<file path="src/hw/adc_host_pkg.sv">
// shared constants and types for the converter host controller
package adc_host_pkg;
    localparam int unsigned CLK_MHZ         = 100;
    // nanosecond and megahertz figures of the converter timing
    localparam int unsigned T_DRDY16_NS     = 315;
    localparam int unsigned T_DRDY14_NS     = 280;
    localparam int unsigned T_CYC16_NS      = 333;
    localparam int unsigned T_CYC14_NS      = 285;
    localparam int unsigned T_CS_MIN_NS     = 15;
    localparam int unsigned T_CS_MAX_NS     = 180;
    localparam int unsigned T_WL_CONV_NS    = 15;
    localparam int unsigned T_WH_CONV_NS    = 15;
    localparam int unsigned T_CKCS_NS       = 14;
    localparam int unsigned F_SDR_MHZ       = 60;
    localparam int unsigned F_DDR_MHZ       = 22;
    localparam int unsigned F_PAR_MHZ       = 45;
    localparam int unsigned T_RST_MIN_NS    = 50;
    localparam int unsigned T_RST_MAX_NS    = 500;
    localparam int unsigned T_PD_MIN_NS     = 1000;
    // cycle counts: least times round up, longest times round down
    localparam int unsigned C_DRDY16 = (T_DRDY16_NS * CLK_MHZ + 999) / 1000;
    localparam int unsigned C_DRDY14 = (T_DRDY14_NS * CLK_MHZ + 999) / 1000;
    localparam int unsigned C_CYC16  = (T_CYC16_NS * CLK_MHZ + 999) / 1000;
    localparam int unsigned C_CYC14  = (T_CYC14_NS * CLK_MHZ + 999) / 1000;
    localparam int unsigned C_CS_MIN = (T_CS_MIN_NS * CLK_MHZ + 999) / 1000;
    localparam int unsigned C_CS_MAX = (T_CS_MAX_NS * CLK_MHZ) / 1000;
    localparam int unsigned C_WL     = (T_WL_CONV_NS * CLK_MHZ + 999) / 1000;
    localparam int unsigned C_WH     = (T_WH_CONV_NS * CLK_MHZ + 999) / 1000;
    localparam int unsigned C_CKCS   = (T_CKCS_NS * CLK_MHZ + 999) / 1000;
    localparam int unsigned C_RST_MIN = (T_RST_MIN_NS * CLK_MHZ + 999) / 1000;
    localparam int unsigned C_RST_MAX = (T_RST_MAX_NS * CLK_MHZ) / 1000;
    localparam int unsigned C_PD_MIN = (T_PD_MIN_NS * CLK_MHZ + 999) / 1000;
    // serial clock half periods in ref cycles; period >= 1/fmax
    localparam int unsigned HALF_SDR = (CLK_MHZ + 2 * F_SDR_MHZ - 1) / (2 * F_SDR_MHZ);
    localparam int unsigned HALF_DDR = (CLK_MHZ + 2 * F_DDR_MHZ - 1) / (2 * F_DDR_MHZ);
    localparam int unsigned HALF_PAR = (CLK_MHZ + 2 * F_PAR_MHZ - 1) / (2 * F_PAR_MHZ);
    localparam int unsigned CNT_W    = 8;

    typedef enum logic [1:0] {
        PROTO_SDR,
        PROTO_DDR,
        PROTO_PAR
    } proto_t;

    // one conversion request
    typedef struct packed {
        logic       zone2;      // overlapped read window
        logic       res14;      // 14-bit variant timing
        proto_t     proto;      // read protocol
        logic [7:0] nclk;       // serial clocks in the frame
    } conv_req_t;

    // pins driven toward the converter
    typedef struct packed {
        logic conversion_start;
        logic cs_n;
        logic sclk;
        logic rst_pd_n;
    } adc_pins_t;
endpackage

</file>
<file path="src/hw/adc_host_ctrl.sv">
// host controller for a dual sampling converter: start, select, clock, reset
// Behaviour
// - zero-latency reads lower chip select only after the data-ready time from start.
// - zero-latency starts are spaced by data-ready time plus the frame readout.
// - overlapped starts are at least 333 ns apart (16-bit) or 285 ns (14-bit).
// - overlapped reads lower chip select between 15 ns and 180 ns after start.
// - start stays low at least 15 ns between pulses.
// - start stays high at least 15 ns after each rising edge.
// - chip select rises no sooner than 14 ns after the last capture edge.
// - single-data-rate serial clock stays at or below 60 MHz.
// - double-data-rate serial clock stays at or below 22 MHz.
// - byte-wide parallel clock stays at or below 45 MHz.
// - a reset pulse on the reset/power-down pin lasts 50 ns to 500 ns low.
// - power-down holds the reset/power-down pin low at least 1000 ns.
`timescale 1ns/100ps
module adc_host_ctrl
    import adc_host_pkg::*;
#(
    parameter int unsigned RST_CYC = C_RST_MIN + 1, // reset pulse cycles
    parameter int unsigned PD_CYC  = C_PD_MIN       // power-down cycles
) (
    input  wire logic                   ref_clk,   // 100 MHz clock
    input  wire logic                   rst,       // async reset, high
    input  wire adc_host_pkg::conv_req_t req,      // conversion request
    input  wire logic                   req_valid, // request strobe
    output logic                        req_ready_ff, // can take request
    input  wire logic                   do_reset,  // pulse: reset converter
    input  wire logic                   pd_req,    // level: power down
    input  wire logic                   ready_pin, // converter ready pin
    output adc_host_pkg::adc_pins_t     pins_ff,   // pins to converter
    output logic                        frame_done_ff, // pulse: frame ended
    output logic                        ready_late_ff  // sticky: ready missed
);
    // counts that do not fit the phase counters are refused
    if (C_CS_MIN > C_CS_MAX || C_DRDY16 > 255 || C_CYC16 > 255) begin : g_bad_timing
        $error("adc_host_ctrl: timing constants cannot be served");
    end

    typedef enum logic [2:0] {
        ST_IDLE,
        ST_HIGH,
        ST_WAITCS,
        ST_FRAME,
        ST_HOLD,
        ST_GAP
    } st_t;

    st_t              st_ff, nxt_st;
    conv_req_t        cur_ff, nxt_cur;
    logic [CNT_W-1:0] t_ff, nxt_t;      // cycles since start rising edge
    logic [CNT_W-1:0] h_ff, nxt_h;      // cycles in current phase
    logic             conv_ff, nxt_conv;
    logic             cs_n_ff, nxt_cs_n;
    logic             nxt_rdy, nxt_fdone;
    logic             run;
    logic             sclk, last_cap, clk_done;
    logic             rp_n, rp_busy;
    logic             rdy_s1_ff, rdy_s2_ff;
    logic             late_ff, nxt_late;

    // wait after start before selecting; zone 2 uses the earliest legal point
    function automatic logic [CNT_W-1:0] cs_delay(input conv_req_t r);
        if (r.zone2) begin
            cs_delay = CNT_W'(C_CS_MIN);
        end else if (r.res14) begin
            cs_delay = CNT_W'(C_DRDY14);
        end else begin
            cs_delay = CNT_W'(C_DRDY16);
        end
    endfunction

    // least start-to-start spacing for overlapped reads
    function automatic logic [CNT_W-1:0] cyc_min(input conv_req_t r);
        cyc_min = r.res14 ? CNT_W'(C_CYC14) : CNT_W'(C_CYC16);
    endfunction

    adc_sclk_gen u_sclk (
        .clk     (ref_clk),
        .rst     (rst),
        .run     (run),
        .proto   (cur_ff.proto),
        .nclk    (cur_ff.nclk),
        .sclk_ff (sclk),
        .last_ff (last_cap),
        .done_ff (clk_done)
    );

    adc_rst_pulse #(
        .RST_CYC (RST_CYC),
        .PD_CYC  (PD_CYC)
    ) u_rstpd (
        .clk         (ref_clk),
        .rst         (rst),
        .do_reset    (do_reset),
        .pd_req      (pd_req),
        .rst_pd_n_ff (rp_n),
        .busy_ff     (rp_busy)
    );

    assign run = (st_ff == ST_FRAME);

    // ready pin passes two flops before use
    always_ff @(posedge ref_clk or posedge rst) begin
        if (rst) begin
            rdy_s1_ff <= 1'b0;
            rdy_s2_ff <= 1'b0;
        end else begin
            rdy_s1_ff <= ready_pin;
            rdy_s2_ff <= rdy_s1_ff;
        end
    end

    // conversion sequencer; starts are blocked while a reset pulse runs
    always_comb begin
        nxt_st    = st_ff;
        nxt_cur   = cur_ff;
        nxt_t     = (t_ff == '1) ? t_ff : t_ff + CNT_W'(1);
        nxt_h     = (h_ff == '1) ? h_ff : h_ff + CNT_W'(1);
        nxt_conv  = conv_ff;
        nxt_cs_n  = cs_n_ff;
        nxt_fdone = 1'b0;
        nxt_late  = late_ff;
        case (st_ff)
            ST_IDLE: begin
                if (req_valid && !rp_busy && rp_n) begin
                    nxt_cur  = req;
                    nxt_conv = 1'b1;
                    nxt_t    = CNT_W'(1);
                    nxt_h    = CNT_W'(1);
                    nxt_st   = ST_HIGH;
                end
            end
            ST_HIGH: begin
                // high time and select delay both counted from the rising edge
                if (t_ff >= CNT_W'(C_WH)) begin
                    nxt_conv = 1'b0;
                end
                if (t_ff >= CNT_W'(C_WH) && t_ff + CNT_W'(1) >= cs_delay(cur_ff)) begin
                    nxt_st   = ST_WAITCS;
                end
            end
            ST_WAITCS: begin
                nxt_conv = 1'b0;
                if (t_ff >= cs_delay(cur_ff)) begin
                    nxt_cs_n = 1'b0;
                    nxt_h    = '0;
                    nxt_st   = ST_FRAME;
                    // ready should already be up in 16-bit zero-latency mode
                    if (!cur_ff.zone2 && !cur_ff.res14 && !rdy_s2_ff) begin
                        nxt_late = 1'b1;
                    end
                end
            end
            ST_FRAME: begin
                if (last_cap) begin
                    nxt_h = '0;
                end
                if (clk_done) begin
                    nxt_st = ST_HOLD;
                end
            end
            ST_HOLD: begin
                // margin after last capture edge before deselect
                if (h_ff >= CNT_W'(C_CKCS)) begin
                    nxt_cs_n  = 1'b1;
                    nxt_fdone = 1'b1;
                    nxt_h     = CNT_W'(1);
                    nxt_st    = ST_GAP;
                end
            end
            ST_GAP: begin
                // zero-latency spacing follows from the serial readout; overlapped
                // spacing is padded to the cycle minimum
                if (h_ff >= CNT_W'(C_WL) && (!cur_ff.zone2 || t_ff >= cyc_min(cur_ff))) begin
                    nxt_st = ST_IDLE;
                end
            end
            default: nxt_st = ST_IDLE;
        endcase
    end

    assign nxt_rdy = (nxt_st == ST_IDLE) && !rp_busy;

    always_ff @(posedge ref_clk or posedge rst) begin
        if (rst) begin
            st_ff         <= ST_IDLE;
            cur_ff        <= '0;
            t_ff          <= '0;
            h_ff          <= '0;
            conv_ff       <= 1'b0;
            cs_n_ff       <= 1'b1;
            late_ff       <= 1'b0;
            req_ready_ff  <= 1'b0;
            frame_done_ff <= 1'b0;
        end else begin
            st_ff         <= nxt_st;
            cur_ff        <= nxt_cur;
            t_ff          <= nxt_t;
            h_ff          <= nxt_h;
            conv_ff       <= nxt_conv;
            cs_n_ff       <= nxt_cs_n;
            late_ff       <= nxt_late;
            req_ready_ff  <= nxt_rdy;
            frame_done_ff <= nxt_fdone;
        end
    end

    // pin register; sclk and reset pin come from flops in the submodules
    always_ff @(posedge ref_clk or posedge rst) begin
        if (rst) begin
            pins_ff       <= '{conversion_start: 1'b0, cs_n: 1'b1, sclk: 1'b0, rst_pd_n: 1'b1};
            ready_late_ff <= 1'b0;
        end else begin
            pins_ff.conversion_start <= conv_ff;
            pins_ff.cs_n             <= cs_n_ff;
            pins_ff.sclk             <= sclk;
            pins_ff.rst_pd_n         <= rp_n;
            ready_late_ff            <= late_ff;
        end
    end

    // helper counters for pin-level checks
    logic [CNT_W-1:0] hi_ff, lo_ff, since_ff, fall_ff;
    always_ff @(posedge ref_clk or posedge rst) begin
        if (rst) begin
            hi_ff    <= '0;
            lo_ff    <= '0;
            since_ff <= '1;
            fall_ff  <= '0;
        end else begin
            hi_ff    <= pins_ff.conversion_start ? hi_ff + CNT_W'(1) : '0;
            lo_ff    <= pins_ff.conversion_start ? '0 : ((lo_ff == '1) ? lo_ff : lo_ff + CNT_W'(1));
            since_ff <= (conv_ff && !pins_ff.conversion_start) ? CNT_W'(1)
                        : ((since_ff == '1) ? since_ff : since_ff + CNT_W'(1));
            // cycles the serial clock has been low, saturating
            fall_ff  <= sclk ? '0 : ((fall_ff == '1) ? fall_ff : fall_ff + CNT_W'(1));
        end
    end

    conv_high_len_a: assert property (@(posedge ref_clk) disable iff (rst)
        $fell(pins_ff.conversion_start) |-> $past(hi_ff) + CNT_W'(1) >= CNT_W'(C_WH))
        else $error("start high pulse too short");
    conv_low_len_a: assert property (@(posedge ref_clk) disable iff (rst)
        $rose(pins_ff.conversion_start) |-> $past(lo_ff) >= CNT_W'(C_WL))
        else $error("start low time too short");
    zone2_cs_win_a: assert property (@(posedge ref_clk) disable iff (rst)
        ($fell(pins_ff.cs_n) && cur_ff.zone2) |->
            ($past(since_ff) >= CNT_W'(C_CS_MIN) && $past(since_ff) <= CNT_W'(C_CS_MAX)))
        else $error("overlapped select outside window");
    zero_lat_cs_a: assert property (@(posedge ref_clk) disable iff (rst)
        ($fell(pins_ff.cs_n) && !cur_ff.zone2) |->
            $past(since_ff) >= (cur_ff.res14 ? CNT_W'(C_DRDY14) : CNT_W'(C_DRDY16)))
        else $error("zero-latency select before data ready");
    zone2_cycle_a: assert property (@(posedge ref_clk) disable iff (rst)
        ($rose(pins_ff.conversion_start) && $past(cur_ff.zone2, 2)) |->
            $past(since_ff) >= ($past(cur_ff.res14, 2) ? CNT_W'(C_CYC14) : CNT_W'(C_CYC16)))
        else $error("overlapped start spacing too short");
    cs_hold_a: assert property (@(posedge ref_clk) disable iff (rst)
        last_cap |-> ##1 (!cs_n_ff [*2]))
        else $error("select rose too soon after last capture");
    sclk_rate_a: assert property (@(posedge ref_clk) disable iff (rst)
        ($rose(sclk) && run) |-> fall_ff >=
            (cur_ff.proto == PROTO_DDR ? CNT_W'(HALF_DDR) :
             cur_ff.proto == PROTO_PAR ? CNT_W'(HALF_PAR) : CNT_W'(HALF_SDR)))
        else $error("serial clock low phase too short");
    idle_pins_a: assert property (@(posedge ref_clk) disable iff (rst)
        frame_done_ff |=> (pins_ff.cs_n && !pins_ff.conversion_start) [*2])
        else $error("start raised while frame closing");

    zone1_frame_c: cover property (@(posedge ref_clk) disable iff (rst)
        frame_done_ff && !cur_ff.zone2);
    zone2_frame_c: cover property (@(posedge ref_clk) disable iff (rst)
        frame_done_ff && cur_ff.zone2);
    ddr_frame_c: cover property (@(posedge ref_clk) disable iff (rst)
        frame_done_ff && cur_ff.proto == PROTO_DDR);
endmodule

</file>
<file path="src/hw/adc_sclk_gen.sv">
// serial clock generator with per-protocol rate limit
`timescale 1ns/100ps
module adc_sclk_gen
    import adc_host_pkg::*;
(
    input  wire logic                clk,      // reference clock
    input  wire logic                rst,      // async reset, high
    input  wire logic                run,      // frame active
    input  wire adc_host_pkg::proto_t proto,   // selects rate
    input  wire logic [7:0]          nclk,     // clocks in frame
    output logic                     sclk_ff,  // serial clock
    output logic                     last_ff,  // pulse at last capture edge
    output logic                     done_ff   // frame clocks finished
);
    logic [CNT_W-1:0] div_ff, nxt_div;
    logic [7:0]       cnt_ff, nxt_cnt;
    logic             nxt_sclk, nxt_last, nxt_done;
    logic [CNT_W-1:0] half;

    // half period never shorter than the protocol limit
    always_comb begin
        case (proto)
            PROTO_SDR: half = CNT_W'(HALF_SDR);
            PROTO_DDR: half = CNT_W'(HALF_DDR);
            PROTO_PAR: half = CNT_W'(HALF_PAR);
            default:   half = CNT_W'(HALF_DDR);
        endcase
    end

    // divider toggles sclk; capture edge is the rising edge
    always_comb begin
        nxt_div  = div_ff;
        nxt_cnt  = cnt_ff;
        nxt_sclk = sclk_ff;
        nxt_last = 1'b0;
        nxt_done = done_ff;
        if (!run) begin
            nxt_div  = '0;
            nxt_cnt  = '0;
            nxt_sclk = 1'b0;
            nxt_done = 1'b0;
        end else if (!done_ff) begin
            if (div_ff + CNT_W'(1) >= half) begin
                nxt_div  = '0;
                nxt_sclk = ~sclk_ff;
                if (!sclk_ff) begin
                    nxt_cnt = cnt_ff + 8'h01;
                    if (cnt_ff + 8'h01 >= nclk) begin
                        nxt_last = 1'b1;
                    end
                end else if (cnt_ff >= nclk) begin
                    nxt_done = 1'b1; // clock parked low after last high phase
                end
            end else begin
                nxt_div = div_ff + CNT_W'(1);
            end
        end
    end

    always_ff @(posedge clk or posedge rst) begin
        if (rst) begin
            div_ff  <= '0;
            cnt_ff  <= '0;
            sclk_ff <= 1'b0;
            last_ff <= 1'b0;
            done_ff <= 1'b0;
        end else begin
            div_ff  <= nxt_div;
            cnt_ff  <= nxt_cnt;
            sclk_ff <= nxt_sclk;
            last_ff <= nxt_last;
            done_ff <= nxt_done;
        end
    end
endmodule

</file>
<file path="src/hw/adc_rst_pulse.sv">
// reset / power-down low pulse generator
`timescale 1ns/100ps
module adc_rst_pulse
    import adc_host_pkg::*;
#(
    parameter int unsigned RST_CYC = C_RST_MIN + 1, // reset pulse length
    parameter int unsigned PD_CYC  = C_PD_MIN       // power-down least length
) (
    input  wire logic clk,         // reference clock
    input  wire logic rst,         // async reset, high
    input  wire logic do_reset,    // pulse: request reset
    input  wire logic pd_req,      // level: hold power-down
    output logic      rst_pd_n_ff, // pin level, low active
    output logic      busy_ff      // pulse in progress
);
    // refused lengths: outside the pin windows or beyond the 11-bit counter
    if (RST_CYC < C_RST_MIN || RST_CYC > C_RST_MAX ||
        PD_CYC < C_PD_MIN || PD_CYC > 2047) begin : g_bad_len
        $error("adc_rst_pulse: pulse lengths out of range");
    end

    typedef enum logic [1:0] {RP_IDLE, RP_RST, RP_PD} rp_state_t;
    rp_state_t        st_ff, nxt_st;
    logic [10:0]      cnt_ff, nxt_cnt;
    logic             nxt_pin, nxt_busy;

    // a reset pulse always ends within its max; power-down never ends early
    always_comb begin
        nxt_st   = st_ff;
        nxt_cnt  = cnt_ff;
        nxt_pin  = 1'b1;
        nxt_busy = 1'b0;
        case (st_ff)
            RP_IDLE: begin
                nxt_cnt = '0;
                if (pd_req) begin
                    nxt_st = RP_PD;
                end else if (do_reset) begin
                    nxt_st = RP_RST;
                end
            end
            RP_RST: begin
                nxt_cnt = cnt_ff + 11'h001;
                if (cnt_ff + 11'h001 >= 11'(RST_CYC)) begin
                    nxt_st = RP_IDLE;
                end
            end
            RP_PD: begin
                if (cnt_ff < 11'(PD_CYC)) begin
                    nxt_cnt = cnt_ff + 11'h001;
                end else if (!pd_req) begin
                    nxt_st = RP_IDLE;
                end
            end
            default: nxt_st = RP_IDLE;
        endcase
        if (nxt_st != RP_IDLE) begin
            nxt_pin  = 1'b0;
            nxt_busy = 1'b1;
        end
    end

    always_ff @(posedge clk or posedge rst) begin
        if (rst) begin
            st_ff       <= RP_IDLE;
            cnt_ff      <= '0;
            rst_pd_n_ff <= 1'b1;
            busy_ff     <= 1'b0;
        end else begin
            st_ff       <= nxt_st;
            cnt_ff      <= nxt_cnt;
            rst_pd_n_ff <= nxt_pin;
            busy_ff     <= nxt_busy;
        end
    end

    // low time counter for checks
    logic [10:0] low_ff;
    always_ff @(posedge clk or posedge rst) begin
        if (rst) begin
            low_ff <= '0;
        end else begin
            // saturates so a long power-down hold cannot wrap to a short count
            low_ff <= rst_pd_n_ff ? 11'h000 : ((low_ff == '1) ? low_ff : low_ff + 11'h001);
        end
    end

    rst_pd_window_a: assert property (@(posedge clk) disable iff (rst)
        ($rose(rst_pd_n_ff) && $past(st_ff) == RP_RST) |->
            ($past(low_ff) + 11'h001 >= 11'(C_RST_MIN) &&
             $past(low_ff) + 11'h001 <= 11'(C_RST_MAX)))
        else $error("reset pulse length outside window");
    pd_min_len_a: assert property (@(posedge clk) disable iff (rst)
        ($rose(rst_pd_n_ff) && $past(st_ff) == RP_PD) |->
            $past(low_ff) + 11'h001 >= 11'(C_PD_MIN))
        else $error("power-down pulse too short");
    rst_pulse_c: cover property (@(posedge clk) disable iff (rst)
        $rose(rst_pd_n_ff) && $past(st_ff) == RP_RST);
endmodule

</file>
<file path="config.mk">
export PLATFORM = sky130hd
export DESIGN_NAME = adc_host_ctrl
export DESIGN_NICKNAME = d
export VERILOG_FILES = /design/src/hw/adc_host_pkg.sv /design/src/hw/adc_host_ctrl.sv /design/src/hw/adc_sclk_gen.sv /design/src/hw/adc_rst_pulse.sv
export SDC_FILE = /design/constraint.sdc
export NUM_CORES = 1
export LEC_CHECK = 0
export ABC_AREA = 1
export BUFFER_PORTS_ARGS = -buffer_cell sky130_fd_sc_hd__buf_2
export CAP_MARGIN = 20
export CORE_ASPECT_RATIO = 2
export CORE_MARGIN = 3
export CORE_UTILIZATION = 50
export DETAILED_ROUTE_END_ITERATION = 7
export GPL_ROUTABILITY_DRIVEN = 0
export HOLD_SLACK_MARGIN = 0.1
export PLACE_DENSITY = 0.67
export SLEW_MARGIN = 40
export SYNTH_ARGS = -nofsm -noshare
export SYNTH_HDL_FRONTEND = slang
export SYNTH_SLANG_ARGS = --single-unit
</file>
<file path="constraint.sdc">
create_clock -name ref_clk -period 2.26 [get_ports ref_clk]
set_clock_uncertainty 0.05 [all_clocks]
set_input_delay 0.452 -clock ref_clk [delete_from_list [all_inputs] [get_ports ref_clk]]
set_output_delay 0.452 -clock ref_clk [all_outputs]
set_load 0.02 [all_outputs]
</file>
==> summary.md <==
| Metric | Value |
|---|---|
| Pre-CTS WS | `~0.043 ns` |
| Area delta synth->final | `14.7%` |
| Post-synth EDFFs | `0` |
| Run status | `completed` |
| Die width | `around 75 µm` |
| # diodes | `0` |
| Cell Chain, Critical Path | `ha_4 > nand2_1 > inv_1 > nor2_2 > ha_1 > a21boi_1 > o21ai_0 > nand2_1 > nand2_1 > nand2_2 > a21boi_2 > nor2_2 > nand2_1 > nor2_2` |
| Sequential fraction of the synthesis area | `0.407` |
| Critical path data arrival time | `roughly 2.3 ns` |
| Vias in the first global route | `roughly 4000` |
| Initial antenna violation count | `0` |
| Starting Density | `0.520` |
| Fillers | `just over 800` |
| Final hold vios | `0` |
| GRT Util Overall | `0.209` |
| Via Count | `a little under 4000` |
| CTS max path bufs | `2` |
| Critical Path Start Type | `flip-flop` |
| Post-route DRC | `0` |
| IO buf count | `24` |
| Post-synth top flop | `dfrtp_1` |
| YS warnings | `0` |
| Static Leak | `between 2 and 3 nW` |
| Pwr Density | `approximately 650 nW/µm²` |
| CTS buffer count | `9` |
| Routed vias/inst | `between 5 and 6` |
| Placed Cells | `~730` |
| Layout Nets | `about 700` |
| Pin count of the biggest net entering global routing | `48` |
| Clk sink count | `77` |
| Max-Cap Viols | `0` |
| CP max FO | `6` |
| Row Count | `49` |
| Most frequent cell after synthesis | `nand2_1` |
| Clock tree from TritonCTS | `yes` |
| Chip height | `around 140 µm` |
| Layout cells sized above 1 | `0.171` |
| CTS root buf | `clkbuf_16` |
| HP Class | `in -> async` |
| Area of the core | `between 9000 and 10000 µm²` |
| Worst path slowest cell | `dfrtp_2` |
| Fmax | `~470 MHz` |
| Mapped Area | `between 4000 and 5000 µm²` |
| Slowest cell delay on critical path | `~0.46 ns` |
| Final setup fails | `0` |
| # IOs | `25` |
| Clock Latency Late Sink | `~0.34 ns` |
| Remaining Overflow, GRT | `0` |
| Post-route minimum period | `approximately 2.1 ns` |
| First-pass GRT wire length | `17400 µm` |
| Clock slew at reported path FFs | `0.06 ns` |
| Top area cells in the synthesized netlist | `dfrtp_1 38%, ha_1 12%, nand2_1 11%` |
| HPWL after DPL | `7940 µm` |
| Top cell type's share of synthesized area | `0.385` |
| Detailed-router iteration count before antenna repair | `5` |
| RSZ-0062 raised after global routing | `no` |
| R2R depth | `14` |
| IR Drop Worst-Case VDD | `slightly below 0.7 mV` |
| FF-to-FF End | `req_ready_ff` |
| Post-synth top cells | `143 x nand2_1, 96 x inv_1, 73 x dfrtp_1` |
| Distinct cell type count after synthesis | `41` |
| Biggest area consumer among synthesized cells | `dfrtp_1` |
| Htree depth | `3` |
| Post-route ant nets | `0` |
| CP most frequent cell | `nand2_1` |
| Avg Synthesized Cell Area | `~7.9 µm²` |
| Initial drt markers | `183` |
| Yosys reg bits | `slightly below 80` |
| Required @ worst endpoint | `about 2.4 ns` |
| Cell Count, Final, Fillers Out | `~750` |
| Gate Count Post-Synth | `602` |
| CTS Hold Bufs | `0` |
| Worst reg2reg startpoint | `t_ff[1]` |
| Ys async rst share | `1.00` |
| Crit. End Element | `flip-flop` |
| Type of the worst setup path | `reg -> reg` |
| Fin crit share | `0.942` |
| Synthesized Nets | `between 600 and 700` |
| Final worst slack | `around 0.13 ns` |
| Setup_tns | `0 ns` |
| Fin. max-slew vios | `0` |
| Avg WL per Cell | `about 14 µm` |
| Die Area | `10800 µm²` |
| Setup slack, reg-to-reg | `roughly 0.13 ns` |
| Worst-Margin Slew | `0.504 ns` |
| Slew margin rel. | `0.663` |
| Routed wire length | `10300 µm` |
-- area by class of cell --
cell class | count | area (µm²) | area share
inverter | 107 | 405 | 0.0744
timing repair buffer | 38 | 250 | 0.0460
sequential | 77 | 1940 | 0.356
clock inverter | 7 | 75.1 | 0.0138
clock buffer | 9 | 225 | 0.0414
multi-input combinational | 413 | 2420 | 0.445
tap | 102 | 128 | 0.0234
-- cell usage in the layout (no fill, tap or decap), types with 10 or more instances in the layout --
cell,instances
a21oi_1,19
buf_2,24
buf_4,12
dfrtp_1,68
ha_1,45
inv_1,92
inv_2,11
nand2_1,140
nand3_1,35
nand4_1,12
nor2_1,46
nor2_2,10
o21ai_0,38
-- cells by family after synthesis --
group,Yosys count,share of synthesized area
and+or+nand+nor,275,0.263
buffers and inverters,112,0.0909
adders and majority gates,46,0.121
xor gates and xnor gates,10,0.0184
AOI/OAI and AO/OA,82,0.0996
DFF,77,0.407
-- timing repair --
item	in CTS	in global routing
endpoints found under the setup margin	0	14
setup buffers	0	4
resized for setup	0	20
-- where the power goes --
part           switching, W  total, W  internal, W
logic              0.000376  0.000565     0.000189
registers         0.0000575   0.00152      0.00146
clock network      0.000577   0.00143     0.000858
total               0.00101   0.00352      0.00251
-- sequential cells by signal (all words and copies together) (netlist names), 2 cells and up --
register        flops
t_ff                8
cur_ff             12
pins_ff             4
u_sclk.div_ff       8
h_ff                8
u_sclk.cnt_ff       8
u_rstpd.cnt_ff     11
st_ff               3
u_rstpd.st_ff       2
-- routing by layer --
layer,vias to the layer above,share of wire,GRT usage
met3,28,0.017,0.0301
met4,0,0.043,0.112
li1,2023,-,-
met2,51,0.55,0.381
met5,-,0,0
met1,1818,0.39,0.223
-- worst max-delay path, delay by kind of cell (launching register included) --
kind,cells,cell delay [ns]
and+or+nand+nor,8,0.58
DFF,1,0.46
adders and majority gates,2,0.44
AOI/OAI and AO/OA,3,0.41
buffers and inverters,1,0.08
-- worst max-delay path by stage --
stage | startpoint | endpoint | cells after the start
floorplan | t_ff[1] | req_ready_ff | 14
global placement | cur_ff[10] | req_ready_ff | 13
detailed placement | cur_ff[10] | req_ready_ff | 13
CTS | cur_ff[10] | req_ready_ff | 13
global route | cur_ff[10] | h_ff[7] | 13
finish | t_ff[1] | req_ready_ff | 14
-- per-stage QoR --
step | instance area, µm² | total power, W | hold slack [ns] | util
after floorplan | 4750 | 0.00193 | 0.281 | -
after global placement | 5070 | 0.00209 | 0.286 | 0.555
after detailed placement | 5070 | 0.00211 | 0.291 | 0.555
after CTS | 5370 | 0.00356 | 0.103 | 0.588
after global routing | 5450 | 0.00369 | 0.127 | 0.596
final | 5450 | 0.00352 | 0.0937 | 0.596
Note: power is estimated with default switching activity, not from simulation.
